--- src/core/dual_timer_consts.svh ---
// register indices, field positions and reset values of the dual counter/timer
// assumes: byte address on the bus is four times the register index
`ifndef DUAL_TIMER_CONSTS_SVH
`define DUAL_TIMER_CONSTS_SVH

// ----------------------------------------------------------------------------
// register indices (byte address = index * 4)
// ----------------------------------------------------------------------------
`define IDX_TIMER_CONTROL      8'h80
`define IDX_TIMER_MODE         8'h81
`define IDX_FIRST_LOW          8'h82
`define IDX_SECOND_LOW         8'h83
`define IDX_FIRST_HIGH         8'h84
`define IDX_SECOND_HIGH        8'h85
`define IDX_TIMER_CLOCK_SELECT 8'h8E
`define IDX_GATE_POLARITY      8'h90
`define IDX_IRQ_STATUS         8'h91
`define IDX_IRQ_ENABLE         8'h92

// ----------------------------------------------------------------------------
// field positions
// ----------------------------------------------------------------------------
`define CTL_FIRST_RUN          4
`define CTL_FIRST_OVF          5
`define CTL_SECOND_RUN         6
`define CTL_SECOND_OVF         7
`define MODE_FIRST_LSB         0
`define MODE_FIRST_CT          2
`define MODE_FIRST_GATE        3
`define MODE_SECOND_LSB        4
`define MODE_SECOND_CT         6
`define MODE_SECOND_GATE       7
`define CKS_PRESCALE_LSB       0
`define CKS_FIRST_SYSCLK       3
`define CKS_SECOND_SYSCLK      4

// ----------------------------------------------------------------------------
// reset values
// ----------------------------------------------------------------------------
`define RST_BYTE               8'h00
`define RST_PAIR               2'h0

`endif

--- src/core/dual_timer_pkg.sv ---
// types shared by the dual counter/timer
// assumes: nothing beyond the constants header
package dual_timer_pkg;

	// operating mode of one timer, as held in its two mode bits
	typedef enum logic [1:0] {
		MODE_13BIT  = 2'h0,
		MODE_16BIT  = 2'h1,
		MODE_RELOAD = 2'h2,
		MODE_SPLIT  = 2'h3
	} tmode_e;

endpackage : dual_timer_pkg

--- src/core/dual_classic_counter_timer.sv ---
// two classic 16-bit counter/timers behind a classic Wishbone slave
// assumes: one clock, synchronous active-high reset, pins async to clk_i
//
// Chosen here: the Wishbone slave port.
`timescale 1ns/1ps
`include "dual_timer_consts.svh"

module dual_classic_counter_timer
	import dual_timer_pkg::*;
#(
	parameter logic [7:0] PRESC_DIV0 = 8'h0C,  // prescale select 0: clk/12
	parameter logic [7:0] PRESC_DIV1 = 8'h04,  // prescale select 1: clk/4
	parameter logic [7:0] PRESC_DIV2 = 8'h30   // prescale select 2: clk/48
) (
	input  wire logic        clk_i,
	input  wire logic        rst_i,
	input  wire logic        cyc_i,
	input  wire logic        stb_i,
	input  wire logic        we_i,
	input  wire logic [11:0] adr_i,
	input  wire logic [3:0]  sel_i,
	input  wire logic [31:0] dat_i,
	output logic      [31:0] dat_o,
	output logic             ack_o,
	input  wire logic        first_event_pin_i,
	input  wire logic        second_event_pin_i,
	input  wire logic        first_ext_gate_input_i,
	input  wire logic        second_ext_gate_input_i,
	input  wire logic        ext_scaled_tick_i,
	input  wire logic [1:0]  irq_vector_ack_i,
	output logic             second_overflow_pulse_o,
	output logic             irq_o
);

	// ------------------------------------------------------------------------
	// state
	// ------------------------------------------------------------------------
	logic [7:0]  timer_clock_select_q;
	logic [7:0]  timer_mode_q;
	logic [7:0]  first_timer_low_byte_q;
	logic [7:0]  first_timer_high_byte_q;
	logic [7:0]  second_timer_low_byte_q;
	logic [7:0]  second_timer_high_byte_q;
	logic        first_timer_run_q;
	logic        second_timer_run_q;
	logic        first_timer_overflow_flag_q;
	logic        second_timer_overflow_flag_q;
	logic [1:0]  gate_polarity_q;
	logic [1:0]  irq_status_q;
	logic [1:0]  irq_enable_q;
	logic [1:0]  evt_s1_q;
	logic [1:0]  evt_s2_q;
	logic [1:0]  evt_s3_q;
	logic [1:0]  gate_s1_q;
	logic [1:0]  gate_s2_q;
	logic [7:0]  presc_cnt_q;
	logic        ack_q;
	logic [31:0] dat_q;
	logic        irq_q;
	logic        ovf_pulse_q;

	// ------------------------------------------------------------------------
	// one step of a timer in modes 0..2, or the low byte in split mode
	// result is {overflow, new high, new low}
	// ------------------------------------------------------------------------
	function automatic logic [16:0] step_f(input logic [1:0] md, input logic [7:0] lo, input logic [7:0] hi);
		logic [12:0] c13;
		logic [15:0] c16;
		logic [16:0] r;
		c13 = {hi, lo[4:0]} + 13'h0001;
		c16 = {hi, lo} + 16'h0001;
		case (md)
			MODE_13BIT: begin
				// upper low-byte bits are left alone; they are not part of the count
				r = {c13 == 13'h0000, c13[12:5], lo[7:5], c13[4:0]};
			end
			MODE_16BIT: begin
				r = {c16 == 16'h0000, c16};
			end
			MODE_RELOAD: begin
				r = (lo == 8'hFF) ? {1'b1, hi, hi} : {1'b0, hi, lo + 8'h01};
			end
			default: begin
				r = {lo == 8'hFF, hi, lo + 8'h01};
			end
		endcase
		return r;
	endfunction : step_f

	// ------------------------------------------------------------------------
	// bus decode
	// ------------------------------------------------------------------------
	logic       req;
	logic       wr;
	logic [7:0] idx;
	assign req = cyc_i & stb_i & ~ack_q;
	assign wr  = req & we_i & sel_i[0];
	assign idx = adr_i[9:2];

	function automatic logic hit_f(input logic w, input logic [7:0] a, input logic [7:0] r);
		return w && (a == r);
	endfunction : hit_f

	logic wr_ctl, wr_mode, wr_l0, wr_l1, wr_h0, wr_h1, wr_cks, wr_pol, wr_st, wr_en;
	assign wr_ctl  = hit_f(wr, idx, `IDX_TIMER_CONTROL);
	assign wr_mode = hit_f(wr, idx, `IDX_TIMER_MODE);
	assign wr_l0   = hit_f(wr, idx, `IDX_FIRST_LOW);
	assign wr_l1   = hit_f(wr, idx, `IDX_SECOND_LOW);
	assign wr_h0   = hit_f(wr, idx, `IDX_FIRST_HIGH);
	assign wr_h1   = hit_f(wr, idx, `IDX_SECOND_HIGH);
	assign wr_cks  = hit_f(wr, idx, `IDX_TIMER_CLOCK_SELECT);
	assign wr_pol  = hit_f(wr, idx, `IDX_GATE_POLARITY);
	assign wr_st   = hit_f(wr, idx, `IDX_IRQ_STATUS);
	assign wr_en   = hit_f(wr, idx, `IDX_IRQ_ENABLE);

	// ------------------------------------------------------------------------
	// pin synchronisers; the first stage feeds only the second
	// ------------------------------------------------------------------------
	always_ff @(posedge clk_i) begin
		if (rst_i) begin
			evt_s1_q  <= 2'h3;
			evt_s2_q  <= 2'h3;
			evt_s3_q  <= 2'h3;
			gate_s1_q <= `RST_PAIR;
			gate_s2_q <= `RST_PAIR;
		end else begin
			evt_s1_q  <= {second_event_pin_i, first_event_pin_i};
			evt_s2_q  <= evt_s1_q;
			evt_s3_q  <= evt_s2_q;
			gate_s1_q <= {second_ext_gate_input_i, first_ext_gate_input_i};
			gate_s2_q <= gate_s1_q;
		end
	end

	// a fall is a high sample followed by a low one; needs one-clock levels
	logic [1:0] fall;
	assign fall = evt_s3_q & ~evt_s2_q;

	// ------------------------------------------------------------------------
	// shared prescaler; select 3 takes an externally scaled tick
	// ------------------------------------------------------------------------
	logic [1:0] presc_sel;
	logic [7:0] presc_div;
	logic       presc_tick;
	assign presc_sel = timer_clock_select_q[`CKS_PRESCALE_LSB +: 2];
	always_comb begin
		case (presc_sel)
			2'h0:    presc_div = PRESC_DIV0;
			2'h1:    presc_div = PRESC_DIV1;
			default: presc_div = PRESC_DIV2;
		endcase
	end
	assign presc_tick = (presc_sel == 2'h3) ? ext_scaled_tick_i : (presc_cnt_q >= presc_div - 8'h01);

	always_ff @(posedge clk_i) begin
		if (rst_i) begin
			presc_cnt_q <= `RST_BYTE;
		end else if (presc_cnt_q >= presc_div - 8'h01) begin
			presc_cnt_q <= `RST_BYTE;
		end else begin
			presc_cnt_q <= presc_cnt_q + 8'h01;
		end
	end

	// ------------------------------------------------------------------------
	// run, gate and clock choice for both timers
	// ------------------------------------------------------------------------
	logic [1:0] md0, md1;
	logic       split, sys0, sys1, run0, run1, tick0, tick1, tick_h0;
	logic [16:0] st0, st1;
	logic       ovf0, ovf1, ovf_h0, set_tf0, set_tf1;
	assign md0   = timer_mode_q[`MODE_FIRST_LSB +: 2];
	assign md1   = timer_mode_q[`MODE_SECOND_LSB +: 2];
	assign split = (md0 == MODE_SPLIT);
	assign sys0  = timer_clock_select_q[`CKS_FIRST_SYSCLK] ? 1'b1 : presc_tick;
	assign sys1  = timer_clock_select_q[`CKS_SECOND_SYSCLK] ? 1'b1 : presc_tick;
	assign run0  = first_timer_run_q &
	               (~timer_mode_q[`MODE_FIRST_GATE] | (gate_s2_q[0] == gate_polarity_q[0]));
	// while the first timer is split, mode alone starts or stops the second
	assign run1  = (md1 != MODE_SPLIT) & (split ? 1'b1 : (second_timer_run_q &
	               (~timer_mode_q[`MODE_SECOND_GATE] | (gate_s2_q[1] == gate_polarity_q[1]))));
	assign tick0 = run0 & (timer_mode_q[`MODE_FIRST_CT] ? fall[0] : sys0);
	assign tick1 = run1 & ((timer_mode_q[`MODE_SECOND_CT] & ~split) ? fall[1] : sys1);
	assign tick_h0 = split & second_timer_run_q & sys0;
	assign st0   = step_f(md0, first_timer_low_byte_q, first_timer_high_byte_q);
	assign st1   = step_f(md1, second_timer_low_byte_q, second_timer_high_byte_q);
	assign ovf0  = tick0 & st0[16];
	assign ovf1  = tick1 & st1[16];
	assign ovf_h0 = tick_h0 & (first_timer_high_byte_q == 8'hFF);
	assign set_tf0 = ovf0;
	assign set_tf1 = split ? ovf_h0 : ovf1;

	// ------------------------------------------------------------------------
	// count registers; a software write wins over a count in the same cycle
	// ------------------------------------------------------------------------
	always_ff @(posedge clk_i) begin
		if (rst_i) begin
			first_timer_low_byte_q <= `RST_BYTE;
		end else if (wr_l0) begin
			first_timer_low_byte_q <= dat_i[7:0];
		end else if (tick0) begin
			first_timer_low_byte_q <= st0[7:0];
		end
	end

	always_ff @(posedge clk_i) begin
		if (rst_i) begin
			first_timer_high_byte_q <= `RST_BYTE;
		end else if (wr_h0) begin
			first_timer_high_byte_q <= dat_i[7:0];
		end else if (tick_h0) begin
			first_timer_high_byte_q <= first_timer_high_byte_q + 8'h01;
		end else if (tick0 && !split) begin
			first_timer_high_byte_q <= st0[15:8];
		end
	end

	always_ff @(posedge clk_i) begin
		if (rst_i) begin
			second_timer_low_byte_q  <= `RST_BYTE;
			second_timer_high_byte_q <= `RST_BYTE;
		end else begin
			if (wr_l1) begin
				second_timer_low_byte_q <= dat_i[7:0];
			end else if (tick1) begin
				second_timer_low_byte_q <= st1[7:0];
			end
			if (wr_h1) begin
				second_timer_high_byte_q <= dat_i[7:0];
			end else if (tick1) begin
				second_timer_high_byte_q <= st1[15:8];
			end
		end
	end

	// ------------------------------------------------------------------------
	// control, mode and clock select; run writes never touch the count
	// ------------------------------------------------------------------------
	always_ff @(posedge clk_i) begin
		if (rst_i) begin
			first_timer_run_q    <= 1'b0;
			second_timer_run_q   <= 1'b0;
			timer_mode_q         <= `RST_BYTE;
			timer_clock_select_q <= `RST_BYTE;
			gate_polarity_q      <= `RST_PAIR;
			irq_enable_q         <= `RST_PAIR;
		end else begin
			if (wr_ctl) begin
				first_timer_run_q  <= dat_i[`CTL_FIRST_RUN];
				second_timer_run_q <= dat_i[`CTL_SECOND_RUN];
			end
			if (wr_mode) begin
				timer_mode_q <= dat_i[7:0];
			end
			if (wr_cks) begin
				timer_clock_select_q <= dat_i[7:0];
			end
			if (wr_pol) begin
				gate_polarity_q <= dat_i[1:0];
			end
			if (wr_en) begin
				irq_enable_q <= dat_i[1:0];
			end
		end
	end

	// ------------------------------------------------------------------------
	// overflow flags: cleared by a zero write or a vector ack; a set wins
	// ------------------------------------------------------------------------
	always_ff @(posedge clk_i) begin
		if (rst_i) begin
			first_timer_overflow_flag_q  <= 1'b0;
			second_timer_overflow_flag_q <= 1'b0;
		end else begin
			if (set_tf0) begin
				first_timer_overflow_flag_q <= 1'b1;
			end else if ((wr_ctl && !dat_i[`CTL_FIRST_OVF]) || irq_vector_ack_i[0]) begin
				first_timer_overflow_flag_q <= 1'b0;
			end
			if (set_tf1) begin
				second_timer_overflow_flag_q <= 1'b1;
			end else if ((wr_ctl && !dat_i[`CTL_SECOND_OVF]) || irq_vector_ack_i[1]) begin
				second_timer_overflow_flag_q <= 1'b0;
			end
		end
	end

	// ------------------------------------------------------------------------
	// sticky interrupt status, write one to clear, set wins; level output
	// ------------------------------------------------------------------------
	always_ff @(posedge clk_i) begin
		if (rst_i) begin
			irq_status_q <= `RST_PAIR;
			irq_q        <= 1'b0;
			ovf_pulse_q  <= 1'b0;
		end else begin
			irq_status_q <= (irq_status_q & ~(wr_st ? dat_i[1:0] : 2'h0)) | {set_tf1, set_tf0};
			irq_q        <= |(irq_status_q & irq_enable_q);
			// raw second-timer overflow for baud and converter start, even when split
			ovf_pulse_q  <= ovf1;
		end
	end

	// ------------------------------------------------------------------------
	// bus answer: ack one cycle after the request, unmapped reads give zero
	// ------------------------------------------------------------------------
	always_ff @(posedge clk_i) begin
		if (rst_i) begin
			ack_q <= 1'b0;
			dat_q <= 32'h0000_0000;
		end else begin
			ack_q <= req;
			if (req && !we_i) begin
				if (idx == `IDX_TIMER_CONTROL) begin
					dat_q <= {24'h000000, second_timer_overflow_flag_q, second_timer_run_q,
					          first_timer_overflow_flag_q, first_timer_run_q, 4'h0};
				end else if (idx == `IDX_TIMER_MODE) begin
					dat_q <= {24'h000000, timer_mode_q};
				end else if (idx == `IDX_FIRST_LOW) begin
					dat_q <= {24'h000000, first_timer_low_byte_q};
				end else if (idx == `IDX_SECOND_LOW) begin
					dat_q <= {24'h000000, second_timer_low_byte_q};
				end else if (idx == `IDX_FIRST_HIGH) begin
					dat_q <= {24'h000000, first_timer_high_byte_q};
				end else if (idx == `IDX_SECOND_HIGH) begin
					dat_q <= {24'h000000, second_timer_high_byte_q};
				end else if (idx == `IDX_TIMER_CLOCK_SELECT) begin
					dat_q <= {24'h000000, timer_clock_select_q};
				end else if (idx == `IDX_GATE_POLARITY) begin
					dat_q <= {30'h0, gate_polarity_q};
				end else if (idx == `IDX_IRQ_STATUS) begin
					dat_q <= {30'h0, irq_status_q};
				end else if (idx == `IDX_IRQ_ENABLE) begin
					dat_q <= {30'h0, irq_enable_q};
				end else begin
					dat_q <= 32'h0000_0000;
				end
			end
		end
	end

	assign dat_o                   = dat_q;
	assign ack_o                   = ack_q;
	assign irq_o                   = irq_q;
	assign second_overflow_pulse_o = ovf_pulse_q;
endmodule : dual_classic_counter_timer

--- config.mk ---
export PLATFORM = sky130hd
export DESIGN_NAME = dual_classic_counter_timer
export DESIGN_NICKNAME = d
export VERILOG_FILES = /design/src/core/dual_timer_pkg.sv /design/src/core/dual_classic_counter_timer.sv
export VERILOG_INCLUDE_DIRS = /design/src /design/src/core
export SDC_FILE = /design/constraint.sdc
export NUM_CORES = 1
export LEC_CHECK = 0
export ABC_CLOCK_PERIOD_IN_PS = 2120
export BUFFER_PORTS_ARGS = -buffer_cell sky130_fd_sc_hd__buf_2
export CORE_UTILIZATION = 52
export CTS_BUF_LIST = sky130_fd_sc_hd__clkbuf_16
export CTS_CLUSTER_DIAMETER = 120
export DETAILED_ROUTE_END_ITERATION = 7
export PLACE_DENSITY = 0.77
export SETUP_SLACK_MARGIN = 0.3
export SLEW_MARGIN = 20
export SYNTH_ARGS = -nofsm -noshare
export SYNTH_HDL_FRONTEND = slang
export SYNTH_SLANG_ARGS = --single-unit
--- constraint.sdc ---
create_clock -name clk_i -period 2.12 [get_ports clk_i]
set_input_delay 0 -clock clk_i [delete_from_list [all_inputs] [get_ports clk_i]]
set_output_delay 0 -clock clk_i [all_outputs]
set_load 0.02 [all_outputs]
* After elaboration in Yosys (flattened, before gate mapping) *
Cells that the tools add are included.

storage, ports and cells
  bits in registers = 111
  output and inout bits = 35
  input port bits = 60
  logic and storage cells = 166

cells by class
  muxes and demuxes = 36
  magnitude comparators = 1
  equal/unequal tests = 27
  reduce and logical (&&, ||, !) cells = 41
  $add $sub $neg = 9
  bitwise gates (word level) = 27

operators with widths
  kind                                                                count
  8-bit two-way mux                                                   16
  8-bit == test, second input constant                                13
  17-bit case mux with 3 select lines                                 2
  17-bit two-way mux                                                  2
  16-bit by 1-bit adder with 16-bit output, second input constant     2
  8-bit by 1-bit adder with 8-bit output, second input constant       4
  16-bit zero test                                                    2
  13-bit by 1-bit adder with 13-bit output, second input constant     2
  13-bit zero test                                                    2
  1-bit AND                                                           15
  1-bit logical AND                                                   14
  6-bit case mux with 2 select lines                                  1
  1-bit two-way mux                                                   11
  2-bit nonzero test                                                  5
  2-bit == test, second input constant                                4
  8-bit >= comparator                                                 1
  2-bit two-way mux                                                   4
  2-bit != test, second input constant                                4
  8-bit by 1-bit subtractor with 8-bit output, second input constant  1
  2-bit AND                                                           3
  2-bit by 1-bit == test with 1-bit output, second input constant     3
  2-bit zero test                                                     3
  3-bit AND reduction                                                 2
  3-bit nonzero test                                                  2
  11 further kinds                                                    23

* Logic depth before layout (Yosys ltp) *
Gate-level depths: netlist of the first run.

  depth after elaboration = 12
  depth in mapped cells = 11
  mapped depth without buffers = 9

* Least setup slack after synthesis of the first run *
No wires, ideal clock.

  path kind = flip-flop to flip-flop
  from = reg timer_clock_select_q[1]
  to = reg first_timer_low_byte_q[4]
  data arrival time = 2.192 ns
  library setup time = 0.117 ns
  cell stages (with the launch flop) = 10
  period minus slack after synthesis = 2.309 ns
  required time = 2.003 ns
  setup slack = -0.189 ns
  cell sequence = dfxtp_1 inv_1 ha_1 a211oi_1 o2111a_1 o21bai_1 o21a_1 buf_2 a41o_1 a32o_1

between the ends
  longest elaborated chain between the ends = 9
  elaborated cells between the ends (all ways) = 11
  those cells by class = 1 x add/sub; 1 x order compare; 2 x eq/ne; 4 x mux; 1 x bitwise; 2 x reduce/logical

ends and longest elaborated chain
  item                                                                                line                               RTL
  start: declaration                                                                  dual_classic_counter_timer.sv:38   logic [7:0] timer_clock_select_q;
  start signal: assignment                                                            dual_classic_counter_timer.sv:244  timer_clock_select_q <= `RST_BYTE;
  start signal: assignment                                                            dual_classic_counter_timer.sv:256  timer_clock_select_q <= dat_i[7:0];
  2-bit by 1-bit == test with 1-bit output / 2-bit zero test (equally long branches)  dual_classic_counter_timer.sv:147  case (presc_sel)
  6-bit case mux with 2 select lines                                                  dual_classic_counter_timer.sv:147
  8-bit by 1-bit subtractor with 8-bit output                                         dual_classic_counter_timer.sv:153  assign presc_tick = (presc_sel == 2'h3) ? ext_scaled_tick_i : (presc_cnt_q >= presc_div - 8'h01);
  8-bit >= comparator                                                                 dual_classic_counter_timer.sv:153
  1-bit two-way mux (*)                                                               dual_classic_counter_timer.sv:153
  1-bit two-way mux (*)                                                               dual_classic_counter_timer.sv:175  assign sys0 = timer_clock_select_q[`CKS_FIRST_SYSCLK] ? 1'b1 : presc_tick;
  1-bit two-way mux (*)                                                               dual_classic_counter_timer.sv:182  assign tick0 = run0 & (timer_mode_q[`MODE_FIRST_CT] ? fall[0] : sys0);
  1-bit AND (*)                                                                       dual_classic_counter_timer.sv:182
  2-bit nonzero test (no line) (*)                                                    n/a
  end signal: assignment                                                              dual_classic_counter_timer.sv:198  first_timer_low_byte_q <= `RST_BYTE;
  end signal: assignment                                                              dual_classic_counter_timer.sv:200  first_timer_low_byte_q <= dat_i[7:0];
  end signal: assignment                                                              dual_classic_counter_timer.sv:202  first_timer_low_byte_q <= st0[7:0];
  end: declaration                                                                    dual_classic_counter_timer.sv:40   logic [7:0] first_timer_low_byte_q;

Mark *: on every way between the ends. The rest lies on a longest branch, timed or not.
A chain may end at the register's enable or synchronous reset.

* Worst setup path after layout of the first run *
  from = reg timer_clock_select_q[0]
  to = reg second_timer_overflow_flag_q

between the ends
  longest elaborated chain between the ends = 11
  elaborated cells between the ends (all ways) = 17
  those cells by class = 1 x add/sub; 1 x order compare; 2 x eq/ne; 7 x mux; 4 x bitwise; 2 x reduce/logical

ends and longest elaborated chain
  item                                                                                line                               RTL
  2-bit by 1-bit == test with 1-bit output / 2-bit zero test (equally long branches)  dual_classic_counter_timer.sv:147
  6-bit case mux with 2 select lines                                                  dual_classic_counter_timer.sv:147
  8-bit by 1-bit subtractor with 8-bit output                                         dual_classic_counter_timer.sv:153
  8-bit >= comparator                                                                 dual_classic_counter_timer.sv:153
  1-bit two-way mux (*)                                                               dual_classic_counter_timer.sv:153
  1-bit two-way mux                                                                   dual_classic_counter_timer.sv:176  assign sys1 = timer_clock_select_q[`CKS_SECOND_SYSCLK] ? 1'b1 : presc_tick;
  1-bit two-way mux                                                                   dual_classic_counter_timer.sv:183  assign tick1 = run1 & ((timer_mode_q[`MODE_SECOND_CT] & ~split) ? fall[1] : sys1);
  1-bit AND                                                                           dual_classic_counter_timer.sv:183
  1-bit AND                                                                           dual_classic_counter_timer.sv:188  assign ovf1 = tick1 & st1[16];
  1-bit two-way mux (*)                                                               dual_classic_counter_timer.sv:191  assign set_tf1 = split ? ovf_h0 : ovf1;
  1-bit two-way mux / 2-bit nonzero test (equally long branches)                      n/a
  end signal: assignment                                                              dual_classic_counter_timer.sv:273  second_timer_overflow_flag_q <= 1'b0;
  end signal: assignment                                                              dual_classic_counter_timer.sv:281  second_timer_overflow_flag_q <= 1'b1;
  end signal: assignment                                                              dual_classic_counter_timer.sv:283  second_timer_overflow_flag_q <= 1'b0;
  end: declaration                                                                    dual_classic_counter_timer.sv:47   logic second_timer_overflow_flag_q;

Marked as above.

==> impl_metrics.ini, run 1 <==
[run_status]
status = complete, but fails checks
violations = negative setup slack

[yosys]
synth_enable_flop_cells = 0
synthMuxAreaShare_pct = 3.637
synthArstFlopShare_pct = 0
ys_types = 81
synthFlopType = dfxtp_1
synth_compound_area_share_pct = 23.79
synth_fa_ha_area_share_pct = 2.055
synth.avg_cell_area_um2 = 7.584
synth_xor_xnor_area_share_pct = 5.609
synthCells = 803
syn_area_um2 = 6090
ys_seq_area_share_pct = 28.60
synthSimpleGateAreaFrac_pct = 27.12
synth_top_family_by_area = simple AND/OR/NAND/NOR gates
ys_warn_count = 0
ys_ff_latch = 87

[sta]
max_freq_mhz = 431.7
fin_ws_ps = -196.6
relSlewSlack_pct = 64.21
min_period_over_period_pct = 109.3
fin_skew_ps = 6.640
worstMarginPinSlew_ps = 536.8
layout_min_cycle_time_ps = 2317
maxSlewViolCount = 0
rsz0062_at_grt = yes
finalSetupViolCount = 32
hold_viol = 0

[drt]
ant_nets = 0
viasPerCell = 6.367
drc = 0
wire_per_inst_um = 20.30
first_iter_violations = 758
firstDrtPassIters = 5
vias = 6762
wl_um = 21560

[floorplan]
ioPinCount = 95
start_util_pct = 53.33
die_x_um = 110.2
dieArea_um2 = 12150
rows = 39
die_h_um = 110.2
core-area_um2 = 11420

[clocking]
cts_root_buf = clkbuf_16
path_clk_slew_ps = 70
clk_path_buf_depth = 2
cts_tree = done
cts_sinks = 87
cts_buffers = 9
ctsHtreeMaxLevel = 3
clk_latency_ps = 350

[worst_setup_path]
end_kind = flip-flop
critPathLaunchType = flip-flop
critPathRequiredTime_ps = 2420
r2r_start = timer_clock_select_q[0]
path_class = reg -> reg
critPathCapture = second_timer_overflow_flag_q
r2r_end = second_timer_overflow_flag_q
path_max_fanout = 6
critPathArrivalTime_ps = 2610
reg2reg_depth = 10
r2r_setup_slack_ps = -200
startpoint = timer_clock_select_q[0]

[cells_and_area]
drive_gt1_share_pct = 32.64
area_delta_synth_final_pct = 30.16
fin_cells = 1062
n_antenna_cell = 0
layout.nets = 984
fillCellCount = 928

[hold_path]
hold_path.class = in -> reg
whs_path_depth = 3
min-delay-start = dat_i[7]

[placed_design]
numPlacedInstances = 1020
gp_congestion = 0.9286
portBuffers = 39
hpwl_um = 15160

[pwr]
leakage_nw = 2.992
power_density_nw_per_um2 = 449.9
power_w = 0.003566
ir_worst_vdd_mv = 0.5718

[global_route]
grt_antenna_before_repair = 0
grtUsageMet2_pct = 60.40
grt_max_degree = 55
grt_pass1_wl_um = 32950
grt-ovfl-total = 0
grt_pass1_vias = 6309
grtUsageTotal_pct = 36.08
met1_usage_pct = 45.47
grt_util_met3_pct = 4.879
top_usage_layer = met2

[flow_run]
drv_cap = 0
## worst max-delay path: stages, from the launching register on
cell	delay [ps]
dfxtp_2	320
nor2b_1	130
ha_1	290
o21ai_2	70
o2111a_2	300
o21bai_4	230
nand2_1	130
nor4_1	440
buf_4	210
a311oi_4	50
nand2_1	90
## cell usage in the layout, fill, tap and decap left out, types with 10 or more instances in the layout
cell | synthesis | routed
buf_4 | 29 | 116
nand2_1 | 87 | 85
dfxtp_1 | 87 | 72
nor2_1 | 73 | 68
a21oi_1 | 52 | 47
nand3_1 | 46 | 43
buf_2 | 16 | 39
xnor2_1 | 26 | 26
conb_1 | 2 | 26
a31oi_1 | 20 | 19
o21ai_0 | 27 | 17
and3_1 | 17 | 15
nor2b_1 | 13 | 13
xor2_1 | 13 | 13
inv_1 | 13 | 12
nand4_1 | 12 | 12
mux2i_1 | 12 | 12
nor4_2 | 0 | 10
## report_power, final
part	internal (W)	switching, W	total [W]
Combinational	0.0000837	0.000201	0.000284
Clock	0.000926	0.000705	0.00163
Sequential	0.00164	0.00000751	0.00165
Total	0.00265	0.000913	0.00357
## stage by stage
step | util [%] | instance area [um^2] | worst slack [ps] | hold slack, ps | setup TNS (ps)
2_1_floorplan | - | 6399 | -36.60 | 103.8 | -121.6
3_3_place_gp | 61.89 | 7067 | -251.4 | 186.2 | -2438
3_5_place_dp | 61.89 | 7067 | -251.5 | 187.1 | -4293
5_1_grt | 69.42 | 7926 | -263.1 | 48.97 | -5711
4_1_cts | 68.01 | 7766 | -147.9 | 22.15 | -2173
6_report | 69.42 | 7926 | -196.6 | 36.65 | -3289
## cell families (layout without fill, tap and decap cells)
group,Yosys count,in the layout
mux,21,21
xor+xnor,39,39
fa+ha+maj,10,10
flops,87,87
buf+inv,110,201
simple gates,326,327
other cells,2,26
compound gates,208,208
## cells in the mapped netlist (all sizes together) (10+ instances only)
cell,instances,share of area [%]
buf,52,5.4
and3,17,1.7
ha,10,2.1
nor3,15,1.5
a21oi,52,4.3
xor2,13,1.9
mux2i,12,2.0
or2,10,1.0
clkbuf,44,2.8
nor2b,13,1.3
xnor2,26,3.7
nor4,17,1.7
nand4,12,1.2
nand3,48,4.1
o21ai,27,2.2
dfxtp,87,29
a211oi,16,2.1
nand2,87,5.4
inv,13,0.80
a31oi,20,2.1
nor2,74,4.7
## state kept, by name, indices dropped and copies added (netlist names), 8 cells and up
register	cells
presc_cnt_q	8
timer_clock_select_q	8
dat_o	8
first_timer_low_byte_q	8
timer_mode_q	8
second_timer_high_byte_q	8
first_timer_high_byte_q	8
second_timer_low_byte_q	8
## layer usage
metal / up-vias / wire length [um]
met5: - / 0
met1: 3187 / 8345
li1: 3095 / -
met4: 0 / 1087
met2: 387 / 10190
met3: 93 / 1934
## worst min path at each step
stage / end
finish: first_timer_low_byte_q[7]
global route: first_timer_low_byte_q[7]
CTS: first_timer_low_byte_q[7]
detailed placement: evt_s1_q[1]
global placement: evt_s1_q[1]
floorplan: evt_s1_q[0]
## cell type report
class | instances | area (um^2) | share of cell area [%]
Tap cell | 143 | 178.9 | 2.257
Sequential cell | 87 | 1775 | 22.40
Inverter | 14 | 52.55 | 0.6630
Timing Repair Buffer | 171 | 1255 | 15.83
Clock buffer | 9 | 225.2 | 2.841
Clock inverter | 7 | 77.57 | 0.9787
Multi-Input combinational cell | 631 | 4362 | 55.03
## repair_timing
item                       CTS  global route
resized for setup           60            26
hold endpoints to repair     7             0
pin swaps                   24            17
buffers inserted            11             7
gates cloned                 1             0
hold buffers                 7             0
setup endpoints to repair   39            38
No activity file was read; power rests on OpenSTA's default activity.
==> inputs of run 2 (changes only) <==
--- a/config.mk
+++ b/config.mk
@@ -13,7 +13,7 @@
 export CTS_CLUSTER_DIAMETER = 120
 export DETAILED_ROUTE_END_ITERATION = 7
 export PLACE_DENSITY = 0.77
-export SETUP_SLACK_MARGIN = 0.3
+export SETUP_SLACK_MARGIN = 0.15
 export SLEW_MARGIN = 20
 export SYNTH_ARGS = -nofsm -noshare
 export SYNTH_HDL_FRONTEND = slang
==> run 2 against run 1 <==
The flow still finishes with violations (negative setup slack). Clock skew increased by 2.5 ps. Setup slack worse by 150 ps. First-iteration DRC count up 21%. Cell count up 2.7%. Largest power group is now the clock network. Global-route usage grew 1.8 points. Power is 3.9% higher. Flip-flop and latch count unchanged. Critical path depth stayed put.
==> impl_metrics.ini, run 2 (synthesis results as in run 1) <==
[clocking]
cts_buffers = 9
ctsHtreeMaxLevel = 3
path_clk_slew_ps = 70
cts_root_buf = clkbuf_16
clk_latency_ps = 350
cts_tree = done
clk_path_buf_depth = 2
cts_sinks = 87

[cells_and_area]
n_antenna_cell = 0
final_common_cell = buf_4
area_delta_synth_final_pct = 35.48
mostFrequentLayoutCells = buf_4 (136), nand2_1 (81), dfxtp_1 (75), nor2_1 (69), nand3_1 (45)
post-route-util_pct = 72.26
drive_gt1_share_pct = 34.92
layout.nets = 1013
stdcell_area_um2 = 8250

[flow_run]
drv_cap = 0

[global_route]
grt_pass1_vias = 6703
grtUsageMet2_pct = 61.65
grt_antenna_before_repair = 0
grtUsageTotal_pct = 37.92
grt_max_degree = 55
grt-ovfl-total = 0
grt_util_met3_pct = 8.524
grt_pass1_wl_um = 34700
met1_usage_pct = 44.59
top_usage_layer = met2

[run_status]
status = complete, but fails checks
violations = negative setup slack

[drt]
drc = 0
wire_per_inst_um = 21.54
firstDrtPassIters = 6
first_iter_violations = 917
viasPerCell = 6.516
ant_nets = 0
wl_um = 23500
vias = 7109

[floorplan]
ioPinCount = 95
dieArea_um2 = 12150
core-area_um2 = 11420
die_h_um = 110.2
die_x_um = 110.2
rows = 39
start_util_pct = 53.33

[sta]
whs_ps = 43.23
setup-tns-final_ps = -7697
finalSetupViolCount = 44
hold_viol = 0
layout_min_cycle_time_ps = 2468
maxSlewViolCount = 0
fin_skew_ps = 9.153
relSlewSlack_pct = 58.97
min_period_over_period_pct = 116.4
max_freq_mhz = 405.3
fin_ws_ps = -347.6
worstMarginPinSlew_ps = 615.4
rsz0062_at_grt = yes

[pwr]
ir_worst_vdd_mv = 0.5003
power_w = 0.003704
leakage_nw = 3.154
power_density_nw_per_um2 = 449.0

[hold_path]
hold_path.class = in -> reg

[worst_setup_path]
path_max_fanout = 6
critPathArrivalTime_ps = 2710
path_class = reg -> reg
slowest_delay_ps = 390
critPathLaunchType = flip-flop
crit_slowest_cell = dfxtp_4
end_kind = flip-flop
critPathRequiredTime_ps = 2370
path_cells = inv_4 > ha_4 > a211oi_4 > o2111a_2 > buf_12 > o21bai_4 > o21a_4 > mux2_4 > a31o_1 > a22o_1

[placed_design]
placedInstanceArea_um2 = 7194
hpwl_um = 15600
gp_congestion = 0.9519
portBuffers = 39
[run 2: cell types whose count changed in the layout (fill, tap and decap cells not counted), moves of 3 or more]
cell	delta
o21ai_2	-3
nor4_1	+4
dfxtp_1	+3
buf_6	+10
buf_4	+20
a21oi_2	+4
a21oi_1	-5
nand2_1	-4
nand3_2	-4
[run 2: worst max-delay path, delay by kind of cell (launching register included)]
| family | cells | cell delay (ps) |
|---|---|---|
| flip-flops | 1 | 390 |
| multiplexers | 1 | 310 |
| AO/OA/AOI/OAI | 6 | 1280 |
| adder cells (fa/ha/maj) | 1 | 220 |
| buffers and inverters | 2 | 170 |
[run 2: worst paths after layout]
path	depth (start not counted)	slack, ps	startpoint	to
setup / recovery	10	-350	timer_clock_select_q[1]	first_timer_low_byte_q[0]
hold / removal	4	40	cyc_i	ack_o
setup reg to reg	10	-350	timer_clock_select_q[1]	first_timer_low_byte_q[0]
hold reg to reg	1	410	evt_s1_q[1]	evt_s2_q[1]
[run 2: area by class of cell]
cell class | instances | area (um^2)
multi-input cells | 630 | 4400
fillers | 863 | 3168
flip-flops and latches | 87 | 1767
repair buffers | 201 | 1528
clock buffers | 10 | 250.2
well taps | 143 | 178.9
clock inverters | 6 | 71.32
inverters | 14 | 55.05
[run 2: where the power goes]
group	internal (W)	leakage (nW)	total [W]	switching (W)
clock	0.00100	0.158	0.00175	0.000747
sequential	0.00164	0.711	0.00165	0.00000839
combinational	0.0000935	2.28	0.000303	0.000210
total	0.00274	3.15	0.00370	0.000965
[run 2: repair_timing]
action / in CTS / in global routing
gates cloned: 1 / 0
gates resized for setup: 74 / 44
buffers inserted: 13 / 8
setup endpoints to repair: 37 / 54
hold endpoints to repair: 6 / 0
hold buffers: 6 / 0
pin swaps: 34 / 25
[run 2: per-layer routing]
metal  part of all wire [%]  wire length [um]
met3                    8.9              2100
met2                     48             11230
met1                     37              8698
met5                      0                 0
met4                    6.2              1468
[run 2: metrics by stage]
step	worst slack, ps	std cells
after floorplan	-39.54	827
after global placement	-230.3	1047
after detailed placement	-333.3	1047
after CTS	-225.2	1083
after global routing	-456.7	1091
final	-347.6	1091
